### config.mk
export PLATFORM = sky130hd
export DESIGN_NAME = dual_mac_operand_datapath
export DESIGN_NICKNAME = d
export VERILOG_FILES = /design/src/mac_unit.v /design/src/dual_mac_operand_datapath.v
export VERILOG_INCLUDE_DIRS = /design/src
export SDC_FILE = /design/constraint.sdc
export NUM_CORES = 2
export LEC_CHECK = 0
export BUFFER_PORTS_ARGS = -buffer_cell sky130_fd_sc_hd__buf_2
export CAP_MARGIN = 10
export CORE_MARGIN = 2
export CORE_UTILIZATION = 57
export CTS_BUF_LIST = sky130_fd_sc_hd__clkbuf_2 sky130_fd_sc_hd__clkbuf_4 sky130_fd_sc_hd__clkbuf_8
export DETAILED_ROUTE_END_ITERATION = 8
export PLACE_DENSITY = 0.78
export REMOVE_ABC_BUFFERS = 1
export SYNTH_ARGS = -nofsm -noshare
export SYNTH_HDL_FRONTEND = slang
export SYNTH_HIERARCHICAL = 1
export SYNTH_SLANG_ARGS = --single-unit
### constraint.sdc
create_clock -name clk_i -period 10.7 [get_ports clk_i]
set_input_delay 0.535 -clock clk_i [delete_from_list [all_inputs] [get_ports clk_i]]
set_output_delay 0.535 -clock clk_i [all_outputs]
set_load 0.01 [all_outputs]
### src/dual_mac_consts.vh
// Purpose: Shared constants for the dual multiply-accumulate operand datapath.
// Assumes: Word addressing on all three read buses.
// Notes:   Block size and internal memory limit are build-time choices.
`ifndef DUAL_MAC_CONSTS_VH
`define DUAL_MAC_CONSTS_VH

`define DM_ADDR_W        24
`define DM_DATA_W        16
`define DM_ACC_W         40
`define DM_PROD_W        32
`define DM_PTR_N         8
`define DM_SEL_W         3
`define DM_WSEL_W        4
`define DM_WSEL_COEF     4'h8
`define DM_BLK_LSB       13
`define DM_BLK_W         11
`define DM_INT_MEM_LIMIT 24'h020000
`define DM_ACC_RESET     40'h0000000000
`define DM_PTR_RESET     24'h000000
`define DM_PTR_STEP      24'h000001
`define DM_BLOCK_ACCESS_LIMIT 2'h2

`endif

### src/mac_unit.v
// Purpose: One multiply-accumulate unit with an add or subtract update.
// Assumes: Signed operands; the product is sign-extended into the accumulator.
// Notes:   Clear has priority over an update in the same cycle.
`timescale 1ns/1ps
`default_nettype none
`include "dual_mac_consts.vh"

module mac_unit (
  input  wire                     clk_i,
  input  wire                     rstn_i,
  input  wire                     ce_i,
  input  wire                     clr_i,
  input  wire                     en_i,
  input  wire                     sub_i,
  input  wire [`DM_DATA_W-1:0]    a_i,
  input  wire [`DM_DATA_W-1:0]    b_i,
  output reg  [`DM_ACC_W-1:0]     acc_o
);

  wire signed [`DM_PROD_W-1:0] prod;
  wire        [`DM_ACC_W-1:0]  prod_ext;

  assign prod     = $signed(a_i) * $signed(b_i);
  assign prod_ext = {{(`DM_ACC_W-`DM_PROD_W){prod[`DM_PROD_W-1]}}, prod};

  always @(posedge clk_i or negedge rstn_i) begin
    if (!rstn_i) begin
      acc_o <= `DM_ACC_RESET;
    end else if (ce_i) begin
      if (clr_i) begin
        acc_o <= `DM_ACC_RESET;
      end else if (en_i) begin
        if (sub_i) begin
          acc_o <= acc_o - prod_ext;
        end else begin
          acc_o <= acc_o + prod_ext;
        end
      end
    end
  end

endmodule
`default_nettype wire

### src/dual_mac_operand_datapath.v
// Purpose: Dual multiply-accumulate datapath fed by three operand read buses.
// Assumes: Memory answers each read request with data one cycle later.
// Notes:   A block conflict splits the fetch over two cycles.
`timescale 1ns/1ps
`default_nettype none
`include "dual_mac_consts.vh"

module dual_mac_operand_datapath (
  input  wire                    clk_i,
  input  wire                    rstn_i,
  input  wire                    ce_i,
  input  wire                    ptr_wr_i,
  input  wire [`DM_WSEL_W-1:0]   ptr_wsel_i,
  input  wire [`DM_ADDR_W-1:0]   ptr_wdata_i,
  input  wire                    issue_i,
  input  wire                    sub_first_i,
  input  wire                    sub_second_i,
  input  wire [`DM_SEL_W-1:0]    first_sel_i,
  input  wire [`DM_SEL_W-1:0]    second_sel_i,
  input  wire                    first_inc_i,
  input  wire                    second_inc_i,
  input  wire                    coef_inc_i,
  input  wire                    acc_clr_i,
  output wire                    ready_o,
  output wire                    coefficient_bus_req_o,
  output wire [`DM_ADDR_W-1:0]   coefficient_bus_addr_o,
  input  wire [`DM_DATA_W-1:0]   coefficient_bus_data_i,
  output wire                    first_read_bus_req_o,
  output wire [`DM_ADDR_W-1:0]   first_read_bus_addr_o,
  input  wire [`DM_DATA_W-1:0]   first_read_bus_data_i,
  output wire                    second_read_bus_req_o,
  output wire [`DM_ADDR_W-1:0]   second_read_bus_addr_o,
  input  wire [`DM_DATA_W-1:0]   second_read_bus_data_i,
  output wire [`DM_ACC_W-1:0]    first_accumulator_o,
  output wire [`DM_ACC_W-1:0]    second_accumulator_o,
  output reg                     done_o,
  output reg                     coef_ext_err_o
);

  localparam S_RUN   = 1'b0;
  localparam S_SPLIT = 1'b1;

  reg  [`DM_ADDR_W-1:0] extended_auxiliary_pointers_q [0:`DM_PTR_N-1];
  reg  [`DM_ADDR_W-1:0] extended_coefficient_pointer_q;
  reg                   state_q;
  reg                   state_d;
  reg                   p1_valid_q;
  reg                   p1_split_q;
  reg                   p1_sub0_q;
  reg                   p1_sub1_q;
  reg                   p2_valid_q;
  reg                   p2_sub0_q;
  reg                   p2_sub1_q;
  reg  [`DM_ADDR_W-1:0] y_addr_q;
  reg  [`DM_DATA_W-1:0] hold_coef_q;
  reg  [`DM_DATA_W-1:0] hold_first_q;

  wire [`DM_ADDR_W-1:0] x_addr;
  wire [`DM_ADDR_W-1:0] y_addr;
  wire [`DM_ADDR_W-1:0] c_addr;
  wire [`DM_BLK_W-1:0]  c_blk;
  wire [`DM_BLK_W-1:0]  x_blk;
  wire [`DM_BLK_W-1:0]  y_blk;
  wire [1:0]            c_blk_uses;
  wire                  overload;
  wire                  coef_external;
  wire                  accept;
  wire                  exec;
  wire                  exec_sub0;
  wire                  exec_sub1;
  wire [`DM_DATA_W-1:0] op_coef;
  wire [`DM_DATA_W-1:0] op_first;

  // Both operand addresses may come from any auxiliary pointer.
  assign x_addr = extended_auxiliary_pointers_q[first_sel_i];
  assign y_addr = extended_auxiliary_pointers_q[second_sel_i];
  // No other pointer can steer the coefficient fetch.
  assign c_addr = extended_coefficient_pointer_q;

  assign c_blk = c_addr[`DM_BLK_LSB +: `DM_BLK_W];
  assign x_blk = x_addr[`DM_BLK_LSB +: `DM_BLK_W];
  assign y_blk = y_addr[`DM_BLK_LSB +: `DM_BLK_W];

  // Accesses landing in the coefficient's block, counting the coefficient itself.
  assign c_blk_uses = {1'b0, (c_blk == x_blk)} + {1'b0, (c_blk == y_blk)}
                    + 2'h1;
  assign overload = (c_blk_uses > `DM_BLOCK_ACCESS_LIMIT);

  // The coefficient bus cannot reach external memory, so such a fetch is refused.
  assign coef_external = (c_addr >= `DM_INT_MEM_LIMIT);

  assign ready_o = (state_q == S_RUN);
  assign accept  = ready_o && issue_i && !coef_external;

  // Exactly three fetches per dual operation, one per bus.
  assign coefficient_bus_req_o  = accept;
  assign coefficient_bus_addr_o = c_addr;
  assign first_read_bus_req_o   = accept;
  assign first_read_bus_addr_o  = x_addr;
  // An overloaded block defers the second operand one cycle.
  assign second_read_bus_req_o  = (accept && !overload) || (state_q == S_SPLIT);
  assign second_read_bus_addr_o = (state_q == S_SPLIT) ? y_addr_q : y_addr;

  // Execution waits until the last operand has really arrived.
  assign exec      = (p1_valid_q && !p1_split_q) || p2_valid_q;
  assign exec_sub0 = p2_valid_q ? p2_sub0_q : p1_sub0_q;
  assign exec_sub1 = p2_valid_q ? p2_sub1_q : p1_sub1_q;
  assign op_coef   = p2_valid_q ? hold_coef_q : coefficient_bus_data_i;
  assign op_first  = p2_valid_q ? hold_first_q : first_read_bus_data_i;

  always @* begin
    state_d = state_q;
    case (state_q)
      S_RUN: begin
        if (accept && overload) begin
          state_d = S_SPLIT;
        end
      end
      S_SPLIT: begin
        state_d = S_RUN;
      end
      default: begin
        state_d = S_RUN;
      end
    endcase
  end

  always @(posedge clk_i or negedge rstn_i) begin
    if (!rstn_i) begin
      state_q        <= S_RUN;
      p1_valid_q     <= 1'b0;
      p1_split_q     <= 1'b0;
      p1_sub0_q      <= 1'b0;
      p1_sub1_q      <= 1'b0;
      p2_valid_q     <= 1'b0;
      p2_sub0_q      <= 1'b0;
      p2_sub1_q      <= 1'b0;
      y_addr_q       <= `DM_PTR_RESET;
      hold_coef_q    <= {`DM_DATA_W{1'b0}};
      hold_first_q   <= {`DM_DATA_W{1'b0}};
      done_o         <= 1'b0;
      coef_ext_err_o <= 1'b0;
    end else if (ce_i) begin
      state_q        <= state_d;
      p1_valid_q     <= accept;
      p1_split_q     <= accept && overload;
      p1_sub0_q      <= sub_first_i;
      p1_sub1_q      <= sub_second_i;
      p2_valid_q     <= p1_valid_q && p1_split_q;
      p2_sub0_q      <= p1_sub0_q;
      p2_sub1_q      <= p1_sub1_q;
      done_o         <= exec;
      coef_ext_err_o <= ready_o && issue_i && coef_external;
      if (accept) begin
        y_addr_q <= y_addr;
      end
      // Early operands are parked so the deferred cycle does not reuse stale bus data.
      if (p1_valid_q && p1_split_q) begin
        hold_coef_q  <= coefficient_bus_data_i;
        hold_first_q <= first_read_bus_data_i;
      end
    end
  end

  // Pointer loads win over post-increment of the same pointer.
  genvar g;
  generate
    for (g = 0; g < `DM_PTR_N; g = g + 1) begin : g_aux
      always @(posedge clk_i or negedge rstn_i) begin
        if (!rstn_i) begin
          extended_auxiliary_pointers_q[g] <= `DM_PTR_RESET;
        end else if (ce_i) begin
          if (ptr_wr_i && (ptr_wsel_i == g[`DM_WSEL_W-1:0])) begin
            extended_auxiliary_pointers_q[g] <= ptr_wdata_i;
          end else if (accept && ((first_inc_i && (first_sel_i == g[`DM_SEL_W-1:0])) ||
                                  (second_inc_i && (second_sel_i == g[`DM_SEL_W-1:0])))) begin
            extended_auxiliary_pointers_q[g] <= extended_auxiliary_pointers_q[g] +
                                                `DM_PTR_STEP;
          end
        end
      end
    end
  endgenerate

  always @(posedge clk_i or negedge rstn_i) begin
    if (!rstn_i) begin
      extended_coefficient_pointer_q <= `DM_PTR_RESET;
    end else if (ce_i) begin
      if (ptr_wr_i && (ptr_wsel_i == `DM_WSEL_COEF)) begin
        extended_coefficient_pointer_q <= ptr_wdata_i;
      end else if (accept && coef_inc_i) begin
        extended_coefficient_pointer_q <= extended_coefficient_pointer_q + `DM_PTR_STEP;
      end
    end
  end

  // Both units share one enable, so their updates land on the same edge.
  mac_unit u_mac_first (
    .clk_i  (clk_i),
    .rstn_i (rstn_i),
    .ce_i   (ce_i),
    .clr_i  (acc_clr_i),
    .en_i   (exec),
    .sub_i  (exec_sub0),
    .a_i    (op_first),
    .b_i    (op_coef),
    .acc_o  (first_accumulator_o)
  );

  mac_unit u_mac_second (
    .clk_i  (clk_i),
    .rstn_i (rstn_i),
    .ce_i   (ce_i),
    .clr_i  (acc_clr_i),
    .en_i   (exec),
    .sub_i  (exec_sub1),
    .a_i    (second_read_bus_data_i),
    .b_i    (op_coef),
    .acc_o  (second_accumulator_o)
  );

endmodule
`default_nettype wire

==> reports/metrics.csv <==
metric;value;unit
Initial Util;57.3;%
async set-reset flop share out of synthesis;100;%
area of the multi-input gates;35900;um2
Core Box Area;84700;um2
kind of critical path;reg -> reg;
Clk Tree Root Cell;clkbuf_8;
final WL;140;mm
Critical Path Fanout Max;26;
Layout area overhead;7.64;%
mux share of post-synthesis cell area;8.19;%
TritonCTS clock tree;done;
relative slew slack;17.4;%
FF-to-FF Start;p2_valid_q;
endpoint class of the critical path;flip-flop;
setup slack at placement;292;ps
number of synthesized flops with an enable pin;0;
Post-Synth Simple-Gate Area;16.9;%
die height;296;um
pin count of the biggest net entering global routing;112;
CP max stage delay;550;ps
endpoints failing setup;0;
DRT Pass-1 Iters;8;
CP required;11320;ps
clk buf depth;3;
# DRC;0;
Final ANT Viol Nets;0;
largest family of logic cells by synthesized area;adder cells;
vias in the first global route;41211;
most frequent cells in the layout;inv_1 (684), nand2_1 (535), fa_1 (525);
dpl cell area;50600;um2
critical path's slowest cell;fa_1;
CP Depth;37;
ranking of synthesized cells by area;fa_1 (22%), dfrtp_1 (19%), ha_1 (6.5%);
post-synthesis compound-gate area fraction;17.0;%
per-cell routed wire length;20.5;um
Hold Path Class;in -> reg;
worst r2r path cells;37;
XOR/XNOR share of the synthesized area;3.18;%
ys flop type;dfrtp_1;
Post-Layout Inst Area;52300;um2
Inserted Clock Buffers;72;
net count reported at finish;6478;
final hold vios;0;
initial antenna violation count;5;
most frequent CP cell;fa_1;
GRT overflow;0;
status;finished, final reports clean;
layout cell share with drive strength beyond 1;13.3;%
Worst-Skew Late Latency;710;ps
Site Rows;107;
fill count;7216;
syn avg cell area;8.82;um2
port buffer count;250;
CP endpoint;u_mac_first/acc_o[39];
Critical Path AT;10850;ps
Layout Skew;53.5;ps
Final GP Congestion;0.960;
worst flop-to-flop path endpoint;u_mac_first/acc_o[39];
synth warn;6;
crit-path leading delay family;adder cells;
Cell Area, Synth;48600;um2
first-pass GRT wire length;222;mm
clock-pin transition on the worst setup and hold timing paths;60;ps
Final Max Tran Viols;0;
Synth area leader;fa_1;
Total Routing Usage GR;31.9;%
die width;296;um
total die area;87600;um2
Post-DP HPWL;108;mm
Slew @ Worst Pin;1210;ps
RSZ-0062 raised after global routing;false;
Sink Count;362;
Iteration-0 DRC Markers;4118;
r2r setup slk;470;ps
H-tree depth;3;
Worst Setup Start Kind;flip-flop;
setup TNS;0;ps
Buf/Inv on CP;7;
final worst slack;471;ps
Vias;42331;
Synth Area in Adders;28.2;%
register area share after synthesis;18.6;%
CP startpoint;p2_valid_q;
FF/Latch Area;9060;um2
Cells after Synth;5510;
min Tclk post-route;10230;ps
drt via density;6.22;
final period utilization;95.6;%
commonest non-fill, non-tap cell in the layout;inv_1;
hold path cells;2;
Synth top area share;21.7;%
fmax;0.0978;GHz
max_cap viols;0;
Yosys reg bits;362;
Distinct cells, synth;116;
IO Pins;251;
metal layers:
metal,up-vias,share of wire [%],global-route usage (%)
li1,19118,-,-
met1,20741,41,44.0
met2,2094,45,49.3
met3,376,9.4,5.93
met4,2,4.4,14.2
met5,-,0.0093,0
timing repair:
item / in CTS / in global routing
hold buffers: 1 / 0
resized for setup: 0 / 29
buffers inserted: 0 / 2
endpoints found under the hold margin: 109 / 0
setup endpoints to repair: 0 / 12
registers in the layout, indices dropped and copies added, names as in the netlist, 16 cells and up:
| signal | cells |
|---|---|
| hold_first_q | 16 |
| hold_coef_q | 16 |
| u_mac_first/acc_o | 40 |
| coefficient_bus_addr_o | 24 |
| u_mac_second/acc_o | 40 |
| y_addr_q | 24 |
| extended_auxiliary_pointers_q | 192 |
logic make-up (layout without fill, tap and decap cells):
| logic type | count (synthesis) | count (layout) |
|---|---|---|
| flip-flops | 362 | 362 |
| XOR/XNOR | 175 | 175 |
| adder cells (fa/ha/maj) | 780 | 780 |
| buffers and inverters | 986 | 1128 |
| AND/OR/NAND/NOR | 1646 | 1646 |
| other | 0 | 5 |
| multiplexers | 271 | 271 |
| AO/OA/AOI/OAI | 1290 | 1290 |
per-stage QoR:
step / cells / utilization, % / hold WS (ps)
after global placement: 6669 / 59.7 / 463
final: 6801 / 61.7 / 83.6
after floorplan: 5210 / - / 239
after detailed placement: 6669 / 59.7 / 474
after global routing: 6799 / 61.7 / 63.9
after CTS: 6791 / 61.5 / 26.0
cell usage after synthesis, drive strengths merged, types with 11 or more instances:
cell type / instances
a211o: 11
a211oi: 21
a21o: 62
a21oi: 421
a22o: 62
a22oi: 15
a2bb2oi: 50
a31oi: 49
and2: 273
and3: 48
and4: 22
buf: 91
clkbuf: 209
dfrtp: 362
fa: 526
ha: 254
inv: 685
mux2: 167
mux2i: 20
mux4: 84
nand2: 535
nand2b: 41
nand3: 159
nand4: 46
nor2: 264
nor2b: 29
nor3: 85
nor3b: 14
nor4: 19
o211ai: 17
o21a: 39
o21ai: 272
o21bai: 14
o22a: 17
o22ai: 87
o31a: 11
o31ai: 27
or2: 25
or3: 48
xnor2: 114
xor2: 60
layout make-up:
| cell class | instances | share of cell area (%) |
|---|---|---|
| multi-input combinational | 4162 | 68.6 |
| clock buffer | 108 | 2.60 |
| sequential | 362 | 17.3 |
| timing repair buffer | 321 | 3.52 |
| clock inverter | 13 | 0.254 |
| antenna | 5 | 0.0239 |
| inverter | 686 | 4.92 |
| tap | 1144 | 2.74 |
worst min path at each step:
stage,start,endpoint
floorplan,rstn_i,coef_ext_err_o
global placement,y_addr_q[22],y_addr_q[22]
detailed placement,y_addr_q[13],y_addr_q[13]
CTS,sub_first_i,p1_sub0_q
global route,sub_first_i,p1_sub0_q
finish,sub_first_i,p1_sub0_q
Power is not shown: default switching activity piles up to over one toggle a cycle in this logic, so the estimate is an artifact.
